File: config.mk
export PLATFORM = sky130hd
export DESIGN_NAME = twm_master
export DESIGN_NICKNAME = d
export VERILOG_FILES = /design/src/common/twm_pkg.sv /design/src/twm_master.sv /design/src/twm_fifo.sv
export VERILOG_INCLUDE_DIRS = /design/src /design/src/common
export SDC_FILE = /design/constraint.sdc
export NUM_CORES = 1
export LEC_CHECK = 0
export BUFFER_PORTS_ARGS = -buffer_cell sky130_fd_sc_hd__buf_2
export CAP_MARGIN = 10
export CORE_MARGIN = 8
export CORE_UTILIZATION = 60
export DETAILED_ROUTE_END_ITERATION = 8
export GPL_ROUTABILITY_DRIVEN = 0
export MAX_ROUTING_LAYER = met4
export PLACE_DENSITY = 0.76
export SLEW_MARGIN = 20
export SYNTH_ARGS = -nofsm -noshare
export SYNTH_HDL_FRONTEND = slang
export SYNTH_SLANG_ARGS = --single-unit
File: constraint.sdc
create_clock -name clk -period 4.3 [get_ports clk]
set_input_delay 0.86 -clock clk [delete_from_list [all_inputs] [get_ports clk]]
set_output_delay 0.86 -clock clk [all_outputs]
set_load 0.03 [all_outputs]
File: src/common/twm_defs.svh
// Constants for the two-wire register access master.
// Assumes a 25 MHz system clock.
`ifndef TWM_DEFS_SVH
`define TWM_DEFS_SVH
// Upper six bits of the slave address; the select level fills bit 0
`define TWM_SLAVE_ADDR_HI 6'h26
`define TWM_CLK_NS 40
// One quarter of a bus clock period
`define TWM_QUARTER_NS 80
`define TWM_QUARTER_CYC ((`TWM_QUARTER_NS + `TWM_CLK_NS - 1) / `TWM_CLK_NS)
`define TWM_FIFO_DEPTH 8
`define TWM_BYTE_W 8
`endif

File: src/common/twm_pkg.sv
// Types for the two-wire register access master.
// Assumes nothing of its surroundings.
package twm_pkg;
   typedef enum logic [5:0] {
      S_IDLE  = 6'h01,
      S_START = 6'h02,
      S_SHIFT = 6'h04,
      S_ACK   = 6'h08,
      S_LOAD  = 6'h10,
      S_STOP  = 6'h20
   } twm_state_e;
   typedef enum logic [3:0] {
      ST_ADDR_W = 4'h1,
      ST_REG    = 4'h2,
      ST_DATA   = 4'h4,
      ST_ADDR_R = 4'h8
   } twm_step_e;
endpackage

File: src/twm_master.sv
// Two-wire bus master that writes and reads byte registers of a slave.
// Assumes open-drain pins resolved outside; write bytes come through the FIFO.
`timescale 1ns/1ps
`include "twm_defs.svh"
module twm_master (
   input wire logic clk,
   input wire logic rst_n,
   input wire logic cmdValid,
   output logic cmdReady,
   input wire logic cmdRead,
   input wire logic cmdSelect,
   input wire logic [7:0] cmdRegAddr,
   input wire logic [7:0] cmdCount,
   input wire logic [7:0] wrData,
   input wire logic wrValid,
   output logic wrReady,
   output logic [7:0] rdData,
   output logic rdValid,
   output logic done,
   output logic nackErr,
   output logic busy,
   input wire logic sclIn,
   output logic sclOut,
   output logic sclOe,
   input wire logic sdaIn,
   output logic sdaOut,
   output logic sdaOe
);
   localparam logic [7:0] QMAX = 8'(`TWM_QUARTER_CYC - 1);

   twm_pkg::twm_state_e state, next_state;
   twm_pkg::twm_step_e step;
   logic [7:0] divCnt, txByte, rxByte, regAddrL, remaining;
   logic [1:0] quarter;
   logic [2:0] bitIdx;
   logic isRead, sel, regSent;
   logic sclMeta, sclSync, sdaMeta, sdaSync;
   logic tick, adv, qEnd, accept, ackEnd, ackOk, rxMode, lastByte, nackEvt;
   logic fifoValid, fifoPop;
   logic [7:0] fifoData;

   function automatic logic [7:0] slaveByte(input logic s, input logic rd);
      slaveByte = {`TWM_SLAVE_ADDR_HI, s, rd};
   endfunction

   twm_fifo #(.WIDTH(`TWM_BYTE_W), .DEPTH(`TWM_FIFO_DEPTH)) u_fifo (
      .clk(clk),
      .rst_n(rst_n),
      .inValid(wrValid),
      .inReady(wrReady),
      .inData(wrData),
      .outValid(fifoValid),
      .outReady(fifoPop),
      .outData(fifoData)
   );

   assign tick = divCnt == QMAX;
   // Wait for the released clock to read high (stretching)
   assign adv = tick && !(quarter == 2'd3 && !sclSync);
   assign qEnd = adv && quarter == 2'd3;
   assign accept = cmdValid && cmdReady;
   assign ackEnd = qEnd && state == twm_pkg::S_ACK;
   assign ackOk = !sdaSync;
   assign rxMode = isRead && step == twm_pkg::ST_DATA;
   assign lastByte = remaining == 8'h01;
   assign nackEvt = ackEnd && !rxMode && !ackOk;
   assign fifoPop = state == twm_pkg::S_LOAD;

   ////////////////////////////////////////////////////////////////////////
   always_ff @(posedge clk or negedge rst_n) begin
      if (!rst_n) begin
         sclMeta <= 1'b1;
         sclSync <= 1'b1;
         sdaMeta <= 1'b1;
         sdaSync <= 1'b1;
      end else begin
         sclMeta <= sclIn;
         sclSync <= sclMeta;
         sdaMeta <= sdaIn;
         sdaSync <= sdaMeta;
      end
   end

   always_ff @(posedge clk or negedge rst_n) begin
      if (!rst_n) begin
         divCnt <= 8'h00;
      end else begin
         divCnt <= tick ? 8'h00 : divCnt + 8'h01;
      end
   end

   ////////////////////////////////////////////////////////////////////////
   always_comb begin
      next_state = state;
      unique case (state)
         twm_pkg::S_IDLE: if (accept) next_state = twm_pkg::S_START;
         twm_pkg::S_START: if (qEnd) next_state = twm_pkg::S_SHIFT;
         twm_pkg::S_SHIFT: if (qEnd && bitIdx == 3'd7) next_state = twm_pkg::S_ACK;
         twm_pkg::S_LOAD: if (fifoValid) next_state = twm_pkg::S_SHIFT;
         twm_pkg::S_STOP: if (qEnd) next_state = twm_pkg::S_IDLE;
         twm_pkg::S_ACK: begin
            if (qEnd) begin
               unique case (step)
                  twm_pkg::ST_ADDR_W, twm_pkg::ST_ADDR_R:
                     next_state = ackOk ? twm_pkg::S_SHIFT : twm_pkg::S_STOP;
                  twm_pkg::ST_REG: begin
                     if (!ackOk || (!isRead && remaining == 8'h00)) begin
                        next_state = twm_pkg::S_STOP;
                     end else if (isRead) begin
                        next_state = twm_pkg::S_START;
                     end else begin
                        next_state = twm_pkg::S_LOAD;
                     end
                  end
                  twm_pkg::ST_DATA: begin
                     if (lastByte || (!isRead && !ackOk)) begin
                        next_state = twm_pkg::S_STOP;
                     end else begin
                        next_state = isRead ? twm_pkg::S_SHIFT : twm_pkg::S_LOAD;
                     end
                  end
               endcase
            end
         end
      endcase
   end

   always_ff @(posedge clk or negedge rst_n) begin
      if (!rst_n) begin
         state <= twm_pkg::S_IDLE;
         quarter <= 2'd0;
         bitIdx <= 3'd0;
      end else begin
         state <= next_state;
         if (state == twm_pkg::S_IDLE || state == twm_pkg::S_LOAD) begin
            quarter <= 2'd0;
         end else if (adv) begin
            quarter <= quarter + 2'd1;
         end
         if (qEnd && state == twm_pkg::S_SHIFT) begin
            bitIdx <= bitIdx + 3'd1;
         end
      end
   end

   ////////////////////////////////////////////////////////////////////////
   always_ff @(posedge clk or negedge rst_n) begin
      if (!rst_n) begin
         isRead <= 1'b0;
         sel <= 1'b0;
         regAddrL <= 8'h00;
         remaining <= 8'h00;
         step <= twm_pkg::ST_ADDR_W;
         txByte <= 8'hFF;
         rxByte <= 8'h00;
         regSent <= 1'b0;
      end else if (accept) begin
         isRead <= cmdRead;
         sel <= cmdSelect;
         regAddrL <= cmdRegAddr;
         remaining <= (cmdRead && cmdCount == 8'h00) ? 8'h01 : cmdCount;
         step <= twm_pkg::ST_ADDR_W;
         txByte <= slaveByte(cmdSelect, 1'b0);
         regSent <= 1'b0;
      end else if (state == twm_pkg::S_LOAD && fifoValid) begin
         txByte <= fifoData;
      end else if (qEnd && state == twm_pkg::S_SHIFT) begin
         txByte <= {txByte[6:0], 1'b1};
         rxByte <= {rxByte[6:0], sdaSync};
      end else if (ackEnd && (ackOk || rxMode)) begin
         unique case (step)
            twm_pkg::ST_ADDR_W: begin
               step <= twm_pkg::ST_REG;
               txByte <= regAddrL;
            end
            twm_pkg::ST_REG: begin
               regSent <= 1'b1;
               if (isRead) begin
                  step <= twm_pkg::ST_ADDR_R;
                  txByte <= slaveByte(sel, 1'b1);
               end else begin
                  step <= twm_pkg::ST_DATA;
               end
            end
            twm_pkg::ST_ADDR_R: begin
               step <= twm_pkg::ST_DATA;
               txByte <= 8'hFF;
            end
            twm_pkg::ST_DATA: remaining <= remaining - 8'h01;
         endcase
      end
   end

   ////////////////////////////////////////////////////////////////////////
   // Quarters: 0 clock low, 1 set data, 2 clock released, 3 sample or edge
   always_ff @(posedge clk or negedge rst_n) begin
      if (!rst_n) begin
         sclOe <= 1'b0;
         sdaOe <= 1'b0;
         sclOut <= 1'b0;
         sdaOut <= 1'b0;
      end else begin
         sclOut <= 1'b0;
         sdaOut <= 1'b0;
         if (adv && state != twm_pkg::S_IDLE && state != twm_pkg::S_LOAD) begin
            unique case (quarter)
               2'd0: sclOe <= 1'b1;
               2'd1: begin
                  unique case (state)
                     twm_pkg::S_START: sdaOe <= 1'b0;
                     twm_pkg::S_STOP: sdaOe <= 1'b1;
                     twm_pkg::S_SHIFT: sdaOe <= rxMode ? 1'b0 : !txByte[7];
                     default: sdaOe <= rxMode ? !lastByte : 1'b0;
                  endcase
               end
               2'd2: sclOe <= 1'b0;
               2'd3: begin
                  if (state == twm_pkg::S_START) begin
                     sdaOe <= 1'b1;
                  end else if (state == twm_pkg::S_STOP) begin
                     sdaOe <= 1'b0;
                  end
               end
            endcase
         end
      end
   end

   always_ff @(posedge clk or negedge rst_n) begin
      if (!rst_n) begin
         cmdReady <= 1'b0;
         busy <= 1'b0;
         done <= 1'b0;
         nackErr <= 1'b0;
         rdValid <= 1'b0;
         rdData <= 8'h00;
      end else begin
         cmdReady <= next_state == twm_pkg::S_IDLE;
         busy <= next_state != twm_pkg::S_IDLE;
         done <= state != twm_pkg::S_IDLE && next_state == twm_pkg::S_IDLE;
         if (nackEvt) begin
            nackErr <= 1'b1;
         end else if (accept) begin
            nackErr <= 1'b0;
         end
         rdValid <= ackEnd && rxMode;
         if (ackEnd && rxMode) begin
            rdData <= rxByte;
         end
      end
   end

   ////////////////////////////////////////////////////////////////////////
   property p_idle_release;
      @(posedge clk) disable iff (!rst_n)
      state == twm_pkg::S_IDLE && $past(state) == twm_pkg::S_IDLE |-> !sclOe && !sdaOe && !sclOut && !sdaOut;
   endproperty
   a_idle_release: assert property (p_idle_release) else $error("bus driven while idle");

   property p_sda_stable;
      @(posedge clk) disable iff (!rst_n)
      !sclOe && !$past(sclOe) && $changed(sdaOe) |->
         ($past(state) == twm_pkg::S_START || $past(state) == twm_pkg::S_STOP) && $past(quarter) == 2'd3;
   endproperty
   a_sda_stable: assert property (p_sda_stable) else $error("data moved while clock high");

   property p_start_edge;
      @(posedge clk) disable iff (!rst_n)
      $rose(sdaOe) && !sclOe |-> $past(state) == twm_pkg::S_START && state == twm_pkg::S_SHIFT;
   endproperty
   a_start_edge: assert property (p_start_edge) else $error("stray falling data edge");

   property p_stop_edge;
      @(posedge clk) disable iff (!rst_n)
      $fell(sdaOe) && !sclOe |-> state == twm_pkg::S_IDLE && done;
   endproperty
   a_stop_edge: assert property (p_stop_edge) else $error("stray rising data edge");

   property p_addr_byte;
      @(posedge clk) disable iff (!rst_n)
      accept |=> txByte == {`TWM_SLAVE_ADDR_HI, $past(cmdSelect), 1'b0} && state == twm_pkg::S_START;
   endproperty
   a_addr_byte: assert property (p_addr_byte) else $error("bad address byte");

   property p_read_dir;
      @(posedge clk) disable iff (!rst_n)
      $rose(step == twm_pkg::ST_ADDR_R) |-> txByte == {`TWM_SLAVE_ADDR_HI, sel, 1'b1} && isRead;
   endproperty
   a_read_dir: assert property (p_read_dir) else $error("read direction bit wrong");

   property p_msb_first;
      @(posedge clk) disable iff (!rst_n)
      state == twm_pkg::S_SHIFT && quarter == 2'd2 && !rxMode |-> sdaOe == !txByte[7];
   endproperty
   a_msb_first: assert property (p_msb_first) else $error("bit order wrong");

   property p_reg_byte;
      @(posedge clk) disable iff (!rst_n)
      $rose(step == twm_pkg::ST_REG) |-> txByte == regAddrL && state == twm_pkg::S_SHIFT;
   endproperty
   a_reg_byte: assert property (p_reg_byte) else $error("register byte not sent");

   property p_read_setup;
      @(posedge clk) disable iff (!rst_n)
      state == twm_pkg::S_START && step == twm_pkg::ST_ADDR_R |-> regSent;
   endproperty
   a_read_setup: assert property (p_read_setup) else $error("read without base address");

   property p_restart;
      @(posedge clk) disable iff (!rst_n)
      $rose(step == twm_pkg::ST_ADDR_R) |-> $past(state) == twm_pkg::S_ACK && state == twm_pkg::S_START;
   endproperty
   a_restart: assert property (p_restart) else $error("stop before repeated start");

   property p_cov_write;
      @(posedge clk) disable iff (!rst_n)
      done && !isRead && !nackErr;
   endproperty
   c_write: cover property (p_cov_write);

   property p_cov_read;
      @(posedge clk) disable iff (!rst_n)
      rdValid ##[1:400] done;
   endproperty
   c_read: cover property (p_cov_read);

   property p_cov_nack;
      @(posedge clk) disable iff (!rst_n)
      $rose(nackErr);
   endproperty
   c_nack: cover property (p_cov_nack);
endmodule // twm_master

File: src/twm_fifo.sv
// Small synchronous FIFO with valid/ready on both sides.
// Assumes one clock; depth is a power of two.
`timescale 1ns/1ps
module twm_fifo #(
   parameter int WIDTH = 8,
   parameter int DEPTH = 8
) (
   input wire logic clk,
   input wire logic rst_n,
   input wire logic inValid,
   output logic inReady,
   input wire logic [WIDTH-1:0] inData,
   output logic outValid,
   input wire logic outReady,
   output logic [WIDTH-1:0] outData
);
   localparam int AW = $clog2(DEPTH);
   logic [WIDTH-1:0] mem [DEPTH];
   logic [AW-1:0] wrPtr;
   logic [AW-1:0] rdPtr;
   logic [AW:0] count;
   logic [AW:0] next_count;
   logic push;
   logic pop;

   assign push = inValid && inReady;
   assign pop = outValid && outReady;
   assign next_count = count + {{AW{1'b0}}, push} - {{AW{1'b0}}, pop};
   assign outData = mem[rdPtr];

   always_ff @(posedge clk) begin
      if (push) begin
         mem[wrPtr] <= inData;
      end
   end

   always_ff @(posedge clk or negedge rst_n) begin
      if (!rst_n) begin
         wrPtr <= '0;
         rdPtr <= '0;
         count <= '0;
         inReady <= 1'b1;
         outValid <= 1'b0;
      end else begin
         if (push) begin
            wrPtr <= wrPtr + 1'b1;
         end
         if (pop) begin
            rdPtr <= rdPtr + 1'b1;
         end
         count <= next_count;
         inReady <= next_count != (AW+1)'(DEPTH);
         outValid <= next_count != '0;
      end
   end
endmodule // twm_fifo

# Yosys cells after proc, flatten, opt, wreduce, memory -nomap -nowiden
# Memories as Yosys holds them, arrays and structs flattened.
# Cells that the tools add are included.
[classes]
add_sub_neg = 8
n_eq_ne = 25
muxes = 45
n_bitwise = 2
n_reduce_logical = 51
[op_table]
columns = ["op", "count"]
rows = [
  ["2-to-1 mux 8 bit", 12],
  ["2-to-1 mux 6 bit", 9],
  ["one-hot mux 6 bit (6 select lines)", 1],
  ["one-hot mux 8 bit (3 select lines)", 1],
  ["logical AND 1 bit", 20],
  ["2-to-1 mux 4 bit", 5],
  ["one-hot mux 6 bit (3 select lines)", 1],
  ["equality test 8 x 1 -> 1 bit, second input constant", 2],
  ["logical NOT 8 bit", 2],
  ["equality test 6 x 1 -> 1 bit, second input constant", 2],
  ["!= test 6 x 1 -> 1 bit, second input constant", 2],
  ["one-hot mux 4 bit (3 select lines)", 1],
  ["nonzero test 2 bit", 6],
  ["nonzero test 4 bit", 3],
  ["2-to-1 mux 5 bit", 2],
  ["adder 3 x 1 -> 3 bit, second input constant", 3],
  ["AND reduction 3 bit", 3],
  ["adder 8 x 1 -> 8 bit, second input constant", 1],
  ["2-to-1 mux 1 bit", 8],
  ["AND reduction 4 bit", 2],
  ["subtractor 8 x 1 -> 8 bit, second input constant", 1],
  ["logical NOT 1 bit", 7],
  ["equality test 6 x 2 -> 1 bit, second input constant", 1],
  ["equality test 6 x 3 -> 1 bit, second input constant", 1],
  ["other kinds (27)", 35],
]
[totals]
regBits = 88
ram_bits = 64
input_bits = 32
n_memories = 1
[memory_table]
columns = ["name", "depth", "word_bits", "read_ports", "rd_ports_with_merged_regs", "wr", "line", "text"]
rows = [
  ["u_fifo.mem", 8, 8, 1, 0, 1, "twm_fifo.sv:18", "logic [WIDTH-1:0] mem [DEPTH];"],
]

# Depth between registers and ports, before layout
# Gate-level depths: netlist of run 1.
[depth]
word_depth = 11
mapped_depth = 13
ltp_nobuf = 11

# Cells and area by module
# Synthesis of run 1 repeated with hierarchy kept, for this count alone.
[unflattened]
cells_unflattened = 556
area_unflattened_um2 = 7149.4
[by_module_without_submodules]
columns = ["mod", "n_inst", "cells_per_inst", "area_per_inst_um2", "seq_area_each_um2"]
rows = [
  ["twm_master", 1, 405, 4047.6, 1919.3],
  ["twm_fifo", 1, 151, 3101.7, 2223.4],
]

# Worst setup path before layout of run 1
# Ideal clock, no wire load.
[synth_timing]
kind = "register to register"
startpoint = "register state[0]"
endpoint = "register u_fifo.outValid"
setup_ps = 126
arrival_time_ps = 2907
required_ps = 4174
slack_ps = 1267
path_stages_with_launch = 14
path_buffers = 2
period_less_slack_ps = 3033
path_cell_list = "dfstp_2 > buf_2 > nor4_2 > nand3_1 > inv_2 > clkbuf_1 > ha_1 > inv_1 > ha_1 > inv_1 > fa_1 > inv_1 > nor3_1 > nand2b_1"
[synth_via]
elab_chain_cells = 4
[synth_lines]
columns = ["item", "line", "text"]
rows = [
  ["start: declaration", "twm_master.sv:31", "twm_pkg::twm_state_e state, next_state;"],
  ["start signal: assignment", "twm_master.sv:130", "state <= twm_pkg::S_IDLE;"],
  ["start signal: assignment", "twm_master.sv:134", "state <= next_state;"],
  ["equality test 6 x 5 -> 1 bit", "twm_master.sv:67", "assign fifoPop = state == twm_pkg::S_LOAD;"],
  ["logical AND 1 bit", "twm_fifo.sv:27", "assign pop = outValid && outReady;"],
  ["via u_fifo.pop", "twm_fifo.sv:24", "logic pop;"],
  ["subtractor 4 x 1 -> 4 bit", "twm_fifo.sv:28", "assign next_count = count + {{AW{1'b0}}, push} - {{AW{1'b0}}, pop};"],
  ["via u_fifo.next_count[1]", "twm_fifo.sv:22", "logic [AW:0] next_count;"],
  ["nonzero test 4 bit", "twm_fifo.sv:53", "outValid <= next_count != '0;"],
  ["end signal: assignment", "twm_fifo.sv:43", "outValid <= 1'b0;"],
  ["end signal: assignment", "twm_fifo.sv:53", ""],
  ["end: declaration", "twm_fifo.sv:13", "output logic outValid,"],
]
# The timed path passes the listed nets, and every way through them passes these cells.
# A chain may end at the register's enable or synchronous reset.

# Final worst setup path of run 1
[layout_timing]
startpoint = "register state[1]"
endpoint = "register u_fifo.outValid"
[layout_via]
elab_chain_cells = 4
[layout_lines]
columns = ["item", "line"]
rows = [
  ["equality test 6 x 5 -> 1 bit", "twm_master.sv:67"],
  ["logical AND 1 bit", "twm_fifo.sv:27"],
  ["subtractor 4 x 1 -> 4 bit", "twm_fifo.sv:28"],
  ["via u_fifo.next_count[1]", "twm_fifo.sv:22"],
  ["nonzero test 4 bit", "twm_fifo.sv:53"],
]
# The timed path passes the listed nets, and every way through them passes these cells.

==> results of run 1 <==
-- where the power goes --
group	internal, mW	switching [mW]	leakage (nW)	total, mW
combinational	0.177	0.261	1.28	0.438
sequential	1.67	0.0756	1.65	1.74
clock	0.957	0.593	0.303	1.55
-- kinds of logic (layout without fill, tap and decap cells) --
| kind of cell | count (synthesis) | after routing | synth area share (%) |
|---|---|---|---|
| multiplexers | 46 | 46 | 9.96 |
| flip-flops | 152 | 152 | 59.6 |
| XOR/XNOR | 25 | 25 | 3.15 |
| other | 1 | 2 | 0.0540 |
| AND/OR/NAND/NOR | 185 | 185 | 13.8 |
| AO/OA/AOI/OAI | 69 | 69 | 7.19 |
| buffers and inverters | 45 | 107 | 2.88 |
| adder cells (fa/ha/maj) | 18 | 18 | 3.35 |
-- worst max-delay path by stage --
| stage | start | to | cells after the start |
|---|---|---|---|
| final | state[1] | u_fifo.outValid | 11 |
| after floorplan | state[0] | u_fifo.outValid | 13 |
| after global placement | state[1] | u_fifo.outValid | 11 |
| after CTS | state[1] | u_fifo.outValid | 11 |
| after detailed placement | state[1] | u_fifo.outValid | 11 |
| after global routing | state[1] | u_fifo.outValid | 11 |
-- final cells by class --
type	count	share of cell area, %
multi-input combinational	345	32.9
timing repair buffer	55	3.76
clock inverter	11	2.02
inverter	20	0.948
clock buffer	21	5.81
sequential	152	52.3
tap	143	2.26
-- worst max-delay path, stage by stage, from the launching register on --
cell and delay, ns:
dfrtp_1 0.51, nor4_2 0.51, nand3_1 0.46, inv_2 0.34, ha_1 0.27, inv_1 0.06, ha_1 0.16, inv_1 0.06
fa_1 0.47, inv_1 0.05, nor3_1 0.29, nand2b_1 0.09
-- sequential cells by signal (all words and copies together) (netlist names), 2 cells and up --
signal / flops
u_fifo.mem: 64
divCnt: 8
rdData: 8
regAddrL: 8
remaining: 8
rxByte: 8
txByte: 8
state: 6
step: 4
u_fifo.count: 4
bitIdx: 3
u_fifo.rdPtr: 3
u_fifo.wrPtr: 3
quarter: 2
-- per-stage QoR --
stage	utilization [%]	cell area [µm²]
after global placement	64.2	7300
after CTS	69.7	7920
final	69.7	7920
after global routing	69.7	7920
after detailed placement	64.2	7300
after floorplan	-	6950
-- per-layer routing --
metal | part of all wire (%) | GRT usage [%]
met5 | 0 | -
met4 | 1.7 | 7.83
met3 | 5.5 | 5.53
met2 | 48 | 30.3
met1 | 45 | 26.9
-- Yosys cell counts (3+ instances only) --
cell type  number  area share, %
nand2b_1        5           0.45
ha_1           17            3.1
o311ai_0        3           0.38
inv_1          19            1.0
o21ai_0        13           0.94
nand4_1         3           0.27
and2_1          5           0.45
nor3_1         15            1.1
a21oi_1        14            1.0
buf_2           7           0.50
mux2i_1         5           0.72
nor4_1          6           0.54
mux4_2         16            5.2
nor2b_1         5           0.45
nand2_1        72            3.9
mux2_2         25            4.1
xnor2_1        22            2.8
a32o_1          3           0.43
o31ai_1         5           0.54
clkbuf_1       11           0.59
o211ai_1        4           0.43
dfrtp_1        73             26
nor2_1         31            1.7
dfstp_2        15            5.7
buf_4           6           0.65
and3_1          6           0.54
xor2_1          3           0.38
edfxtp_1       64             28
o221ai_1        3           0.38
nand3_1        15            1.1
nor4b_1         3           0.38
==> metrics.yaml, run 1 <==
timing:
  min_period_ns: 3.39
  finalSetupViolCount: 0
  setup_slack_ns: 0.906
  hold_viol: 0
  tns_ns: 0
  maxSlewViolCount: 0
  skew_ns: 0.00933
  relSlewSlack_pct: 39.5
  worst_slew_pin_slew_ns: 0.904
  fmax_ghz: 0.295
  timing.hold.ws_ns: 0.355
  rsz0062_at_grt: "no"
  fin_crit_sh_pct: 78.9
synth:
  synthArstFlopShare_pct: 57.9
  yosys_warnings: 0
  netlist_area_um2: 6950
  ys.flop_type: "dfrtp_1"
  ys_types: 67
  synthCells: 541
  synth_seq_cells: 152
  synth_edf_count: 64
  synth.avg_cell_area_um2: 12.8
  seq_area_frac_synth_pct: 59.6
finish:
  fill_cells: 793
  multi_input_area_um2: 2610
  stdcell_count: 747
  nets: 641
  area_growth_pct: 14.0
  drive_gt1_share_pct: 25.3
  antenna_cells: 0
  final_common_cell: "dfrtp_1"
  final_cell_mix: "dfrtp_1, nand2_1, edfxtp_1, buf_2, nor2_1"
  seqCellArea_um2: 4140
clock_tree:
  clk_transition_reported_paths_ns: 0.06
  postCtsSetupRepairBufs: 0
  clockBufferDepth: 2
  cts_buffers: 17
  cts_root_buf: "clkbuf_16"
  clk_latency_ns: 0.42
  cts_tree: "built"
  clock-sinks: 152
  cts_max_level: 4
  cts_resized: 0
  hold_buffers: 0
worst_setup_path:
  required_ns: 4.60
  rr_endpoint: "u_fifo.outValid"
  reg2reg_depth: 11
  reg2reg_from: "state[1]"
  cp-start-kind: "register"
  cp-end-kind: "register"
  crit_arrival_ns: 3.70
  worst-path-max-fanout: 14
  r2r_slack_ns: 0.91
  criticalPathCategory: "reg2reg"
worst_hold_path:
  whs_path_depth: 0
  holdCritStartpoint: "sdaMeta"
  hold_class: "reg2reg"
  hold_end: "sdaSync"
grt:
  grt_pass1_wl_um: 23100
  antenna_found_initial: 0
  overflow: 0
  track_usage_pct: 20.6
  grt_max_degree: 63
  grt_pass1_vias: 4547
floorplanning:
  ios: 50
  core_um2: 11400
  rows: 39
  start_util_pct: 61.1
  dieArea_um2: 15300
  die-width_um: 124
  die_y_um: 124
placement:
  placedCellCount: 715
  port_buffers: 47
  pre_cts_slack_ns: 1.02
  dpl.hpwl_um: 9580
detailed_routing:
  drtAntennaViolNets: 0
  dr.pass1.iters: 5
  wl_um: 14200
  first_iter_violations: 454
  avgViaCountPerCell: 5.96
  via_count: 4452
  drc: 0
  wl_per_cell_um: 19.0
power_and_ir_drop:
  ir_drop_mv: 0.472
  p_total_mw: 3.73
  p_per_area_nw_per_um2: 471
  p_leak_nw: 3.23
run:
  maxCapViolations: 0
status:
  outcome: "completed"
(Power assumes the default switching activity.)
==> run 2: changes to the inputs <==
- ABC_AREA: default -> 1
- clock period: 4.3 -> 3.3 ns (I/O delays scaled with it)
==> run 2 against run 1 <==
Sequential power increased by 28%. Maximum frequency grew 15%. Hold slack lost 0.060 ns. Total power increased by 25%. Critical path type unchanged. Clock-buffer cell count is 2 lower. Clock skew decreased by 0.0025 ns. First-iteration DRC count is 11% lower. Clock power grew 19%. Non-clock buffer count shrank 3. Routed wire length is 2.5% higher.
==> metrics.yaml, run 2 <==
grt:
  track_usage_pct: 20.0  # -0.62 points
  grt_max_degree: 89  # +41%
  grt_pass1_wl_um: 24800  # +7.2%
  overflow: 0  # unchanged
  antenna_found_initial: 0  # unchanged
  grt_pass1_vias: 5361  # +18%
finish:
  final_common_cell: "nand2_1"
  area_growth_pct: 13.1
  drive_gt1_share_pct: 14.5  # -11 points
  antenna_cells: 0  # unchanged
  largest_reg_flops: 64  # unchanged
  largest_register: "u_fifo.mem"
  stdcell_count: 956  # +28%
  fill_cells: 845  # +6.6%
  nets: 850  # +33%
  final_cell_mix: "nand2_1, nor2_1, inv_1, dfrtp_1, o21ai_0"
timing:
  skew_ns: 0.00684  # -0.00249 ns
  fin_crit_sh_pct: 89.1  # +10 points
  finalSetupViolCount: 0  # unchanged
  min_period_ns: 2.94  # -0.453 ns
  maxSlewViolCount: 0  # unchanged
  hold_viol: 0  # unchanged
  relSlewSlack_pct: 47.3  # +7.8 points
  rsz0062_at_grt: "no"
  worst_slew_pin_slew_ns: 0.788  # -0.116 ns
  timing.hold.ws_ns: 0.295  # -0.0601 ns
  tns_ns: 0  # unchanged
  fmax_ghz: 0.340  # +15%
worst_setup_path:
  worst-path-max-fanout: 5  # -9
  cp-start-kind: "register"
  worst_path_most_repeated_cell: "inv_1"
  reg2reg_from: "state[1]"
  path_cells: "nor2_1, nand2_1, nor3_2, nand2_1, inv_1, ha_1, inv_1, ha_1, inv_1, fa_1, inv_1, nor3_1, nand2_1"
  slowest_stage: "fa_1"
  reg2reg_depth: 13  # +2
  crit_arrival_ns: 3.24  # -0.46 ns
  r2r_slack_ns: 0.36  # -0.55 ns
  cpPeakStageDelay_ns: 0.49  # -0.02 ns
  required_ns: 3.59  # -1.01 ns
  cp-end-kind: "register"
  rr_endpoint: "u_fifo.outValid"
  criticalPathCategory: "reg2reg"
run:
  maxCapViolations: 0  # unchanged
synth:
  synth_top_area_share_pct: 27.3  # -0.38 points
  ys_types: 45  # -33%
  synth-xor-area-share_pct: 1.12  # -2.0 points
  synthSimpleGateAreaFrac_pct: 20.2  # +6.4 points
  synth.avg_cell_area_um2: 9.42  # -27%
  synth_fa_ha_area_share_pct: 3.30  # -0.046 points
  synth_seq_cells: 152  # unchanged
  yosys_warnings: 0  # unchanged
  yosys.area.top_type: "edfxtp_1"
  synth_compound_area_share_pct: 10.5  # +3.3 points
  synthArstFlopShare_pct: 57.9  # unchanged
  synthMuxAreaShare_pct: 0  # -10 points
  yosysMostFrequentCell: "nand2_1"
  seq_area_frac_synth_pct: 58.8  # -0.83 points
  synth_edf_count: 64  # unchanged
  synth_common_cells: "nand2_1, nor2_1, inv_1"
  synth_top_family_by_area: "simple AND/OR/NAND/NOR gates"
  ys.flop_type: "dfrtp_1"
  ys_top_cells_by_area: "edfxtp_1, dfrtp_1, nand2_1, dfstp_2, o21ai_0"
  netlist_area_um2: 7040  # +1.4%
  synthCells: 748  # +38%
power_and_ir_drop:
  p_per_area_nw_per_um2: 584  # +24%
  p_int_mw: 3.41  # +22%
  pwr-share-comb_pct: 12.4  # +0.7 points
  p_leak_nw: 3.62  # +12%
  swShare_pct: 26.6  # +1.7 points
  ir_drop_mv: 0.504  # +6.7%
  seq_power_share_pct: 48.1  # +1.4 points
  p_clk_share_pct: 39.6  # -2.0 points
  power_switching_mw: 1.24  # +33%
  p_total_mw: 4.65  # +25%
floorplanning:
  core_um2: 11400  # +0.43%
  ios: 50  # unchanged
  die-width_um: 124  # +0.61%
  rows: 39  # unchanged
  start_util_pct: 61.7  # +0.59 points
  dieArea_um2: 15500  # +1.2%
  die_y_um: 124  # +0.61%
detailed_routing:
  wl_per_cell_um: 15.2  # -20%
  via_count: 5267  # +18%
  avgViaCountPerCell: 5.51  # -7.6%
  first_iter_violations: 404  # -11%
  drc: 0  # unchanged
  dr.pass1.iters: 5  # unchanged
  drtAntennaViolNets: 0  # unchanged
  wl_um: 14600  # +2.5%
clock_tree:
  cts_max_level: 4  # unchanged
  clk_latency_ns: 0.42  # about the same
  cts_tree: "built"
  cts_root_buf: "clkbuf_16"
  clock-sinks: 152  # unchanged
  clk_transition_reported_paths_ns: 0.06  # about the same
  postCtsSetupRepairBufs: 0  # unchanged
  cts_buffers: 17  # unchanged
  hold_buffers: 0  # unchanged
  cts_resized: 0  # unchanged
  clockBufferDepth: 2  # unchanged
worst_hold_path:
  hold_class: "in2async"
placement:
  dpl.hpwl_um: 10200  # +6.4%
  port_buffers: 47  # unchanged
  placedCellCount: 924  # +29%
status:
  outcome: "completed"
-- run 2: cell types whose count changed after synthesis, moves of 9 or more --
cell | before | now
mux4_2 | 16 | 0
xnor2_1 | 22 | 3
mux2_2 | 25 | 0
nand3_1 | 15 | 36
nand2_1 | 72 | 165
inv_1 | 19 | 80
o21ai_0 | 13 | 71
nor3_1 | 15 | 6
o22ai_1 | 0 | 10
nor2_1 | 31 | 90
o21ai_1 | 1 | 21
-- run 2: power groups by stage --
stage | Clock (mW) | Sequential [mW] | Combinational [mW]
floorplan | 0 | 2.27 | 0.387
detailed placement | 0 | 2.27 | 0.571
CTS | 1.88 | 2.23 | 0.581
finish | 1.84 | 2.23 | 0.576
global route | 1.95 | 2.25 | 0.656
global placement | 0 | 2.26 | 0.538
-- run 2: cells by family (layout without fill, tap and decap cells) --
family / count (synthesis) / after routing
other cells: 1 / 2
flops: 152 / 152
buf+inv: 105 / 169
fa+ha+maj: 18 / 18
compound gates: 135 / 135
simple gates: 328 / 328
xor+xnor: 9 / 9
-- run 2: stage by stage --
stage	cell area (µm²)	worst slack [ns]	utilization (%)
detailed placement	7400	0.406	64.8
CTS	7960	0.384	69.7
floorplan	7050	0.847	-
finish	7970	0.360	69.8
global placement	7400	0.604	64.8
global route	7970	0.145	69.8
-- run 2: final cells by class --
cell class,count,area [µm²],share of cell area [%]
clock inverter,13,131,1.65
multi-input combinational,492,2480,31.2
tap,143,179,2.25
sequential,152,4140,52.0
timing repair buffer,52,279,3.50
inverter,85,319,4.00
clock buffer,19,433,5.43
-- run 2: worst max path at each step --
stage              from               to  slack [ns]
6_report       state[1]  u_fifo.outValid        0.36
5_1_grt        state[3]  u_fifo.outValid        0.15
4_1_cts        state[1]  u_fifo.outValid        0.38
3_5_place_dp   state[1]  u_fifo.outValid        0.41
3_3_place_gp   state[1]  u_fifo.outValid        0.60
2_1_floorplan  state[1]  u_fifo.outValid        0.85
-- run 2: worst max-delay path, delay by kind of cell, from the launching register on --
| family | cells | cell delay (ns) |
|---|---|---|
| AND/OR/NAND/NOR | 6 | 1.13 |
| adder cells (fa/ha/maj) | 3 | 0.90 |
| flip-flops | 1 | 0.41 |
| buffers and inverters | 4 | 0.37 |
-- run 2: metal layers --
metal  routed length [µm]  part of all wire [%]  global-route usage [%]
met1                 6280                    43                    23.5
met2                 7240                    50                    31.9
met3                  771                   5.3                    4.60
met4                  268                   1.8                    9.28
met5                    0                     0                       -
==> run 3: changes to the inputs <==
- CORE_MARGIN: 8 -> 2
- PLACE_DENSITY: 0.76 -> 0.79
==> run 3 against run 2 <==
Final cell count fell by 0.21%. Clock skew up 0.0047 ns. Critical path depth unchanged.
==> metrics.yaml, run 3 (same netlist as run 2, synthesis figures left out) <==
worst_setup_path:
  worst-path-max-fanout: 5  # unchanged
  cp-start-kind: "register"
  crit_arrival_ns: 3.15  # -0.09 ns
  reg2reg_from: "state[3]"
  cp-end-kind: "register"
  worstSetupStartpoint: "state[3]"
  criticalPathCategory: "reg2reg"
  required_ns: 3.61  # +0.02 ns
detailed_routing:
  drc: 0  # unchanged
  via_count: 5289  # +0.42%
  dr.pass1.iters: 5  # unchanged
  wl_per_cell_um: 14.8  # -3.1%
  avgViaCountPerCell: 5.54  # +0.63%
  first_iter_violations: 416  # +3.0%
  drtAntennaViolNets: 0  # unchanged
  wl_um: 14100  # -3.3%
floorplanning:
  die_y_um: 112  # -9.6%
  ios: 50  # unchanged
  die-width_um: 112  # -9.6%
  rows: 39  # unchanged
  start_util_pct: 61.7  # unchanged
  core_um2: 11400  # unchanged
  dieArea_um2: 12600  # -18%
placement:
  port_buffers: 47  # unchanged
  dpl.hpwl_um: 9660  # -5.3%
clock_tree:
  cts_resized: 0  # unchanged
  cts_tree: "built"
  cts_buffers: 17  # unchanged
  clk_transition_reported_paths_ns: 0.06  # about the same
  clock-sinks: 152  # unchanged
  postCtsSetupRepairBufs: 0  # unchanged
  clk_latency_ns: 0.43  # about the same
  clockBufferDepth: 2  # unchanged
  cts_root_buf: "clkbuf_16"
  hold_buffers: 0  # unchanged
  cts_max_level: 4  # unchanged
grt:
  grt_pass1_wl_um: 23900  # -3.5%
  grt_max_degree: 89  # unchanged
  antenna_found_initial: 0  # unchanged
  track_usage_pct: 24.9  # +5.0 points
  overflow: 0  # unchanged
  grt_pass1_vias: 5248  # -2.1%
timing:
  min_period_ns: 2.84  # -0.105 ns
  finalSetupViolCount: 0  # unchanged
  skew_ns: 0.0115  # +0.00467 ns
  fin_crit_sh_pct: 85.9  # -3.2 points
  tns_ns: 0  # unchanged
  rsz0062_at_grt: "no"
  maxSlewViolCount: 0  # unchanged
  relSlewSlack_pct: 31.4  # -16 points
  hold_viol: 0  # unchanged
  fmax_ghz: 0.353  # +3.7%
  worst_slew_pin_slew_ns: 1.03  # +0.240 ns
finish:
  largest_reg_flops: 64  # unchanged
  nets: 849  # -0.12%
  antenna_cells: 0  # unchanged
  seqCellArea_um2: 4140  # unchanged
  largest_register: "u_fifo.mem"
  final_cell_mix: "nand2_1, nor2_1, inv_1, dfrtp_1, o21ai_0"
  area_growth_pct: 13.3
  drive_gt1_share_pct: 14.5  # +0.036 points
  multi_input_area_um2: 2480  # unchanged
  final_common_cell: "nand2_1"
  fill_cells: 852  # +0.83%
worst_hold_path:
  hold_class: "in2async"
power_and_ir_drop:
  p_total_mw: 4.74  # +1.8%
  ir_drop_mv: 0.499  # -0.97%
  p_leak_nw: 3.63  # +0.17%
  p_per_area_nw_per_um2: 593  # +1.6%
run:
  maxCapViolations: 0  # unchanged
status:
  outcome: "completed"
run 3: worst paths after layout:
check                             endpoint  slack, ns  cells after the start
min reg2reg                        sclSync       0.36                      0
min                              rdData[2]       0.28                      1
max                        u_fifo.outValid       0.46                     13
min in group clk                   sdaMeta       0.33                      1
max reg2reg                u_fifo.outValid       0.46                     13
max in group asynchronous      regAddrL[7]       2.51                      1
run 3: where the power goes:
| part | leakage, nW | total [mW] | internal (mW) | switching (mW) |
|---|---|---|---|---|
| logic | 1.72 | 0.577 | 0.195 | 0.382 |
| registers | 1.63 | 2.24 | 2.16 | 0.0730 |
| clock network | 0.284 | 1.92 | 1.13 | 0.796 |
| total | 3.63 | 4.74 | 3.49 | 1.25 |
run 3: metrics by stage:
| stage | setup WS [ns] | hold slack (ns) | utilization (%) | cell area (µm²) | cells |
|---|---|---|---|---|---|
| after CTS | 0.476 | 0.311 | 69.9 | 7980 | 954 |
| after global routing | 0.233 | 0.314 | 69.9 | 7980 | 954 |
| after global placement | 0.658 | 0.351 | 64.7 | 7390 | 923 |
| final | 0.464 | 0.280 | 69.9 | 7980 | 954 |
| after detailed placement | 0.504 | 0.350 | 64.7 | 7390 | 923 |
| after floorplan | 0.847 | 0.345 | - | 7050 | 749 |
run 3: metal layers:
layer | routed length, µm | part of all wire [%] | GRT usage [%] | vias to the layer above
met4 | 280 | 2.0 | 11.0 | 0
met3 | 889 | 6.3 | 5.94 | 28
li1 | - | - | - | 2589
met5 | 0 | 0 | - | -
met1 | 5900 | 42 | 29.9 | 2486
met2 | 7010 | 50 | 40.5 | 186
run 3: worst max-delay path: stages, from the launching register on:
cell	delay (ns)
dfrtp_1	0.42
nor2_1	0.21
nand2_1	0.13
nor3_2	0.20
nand2_1	0.17
inv_1	0.18
ha_1	0.26
inv_1	0.06
ha_1	0.15
inv_1	0.06
fa_1	0.48
inv_1	0.06
nor3_1	0.23
nand2_1	0.09
run 3: cell type report:
cell class | instances | area share [%]
clock inverters | 14 | 2.04
inverters | 85 | 4.00
multi-input cells | 492 | 31.1
well taps | 143 | 2.24
repair buffers | 51 | 3.40
clock buffers | 17 | 5.33
flip-flops and latches | 152 | 51.9
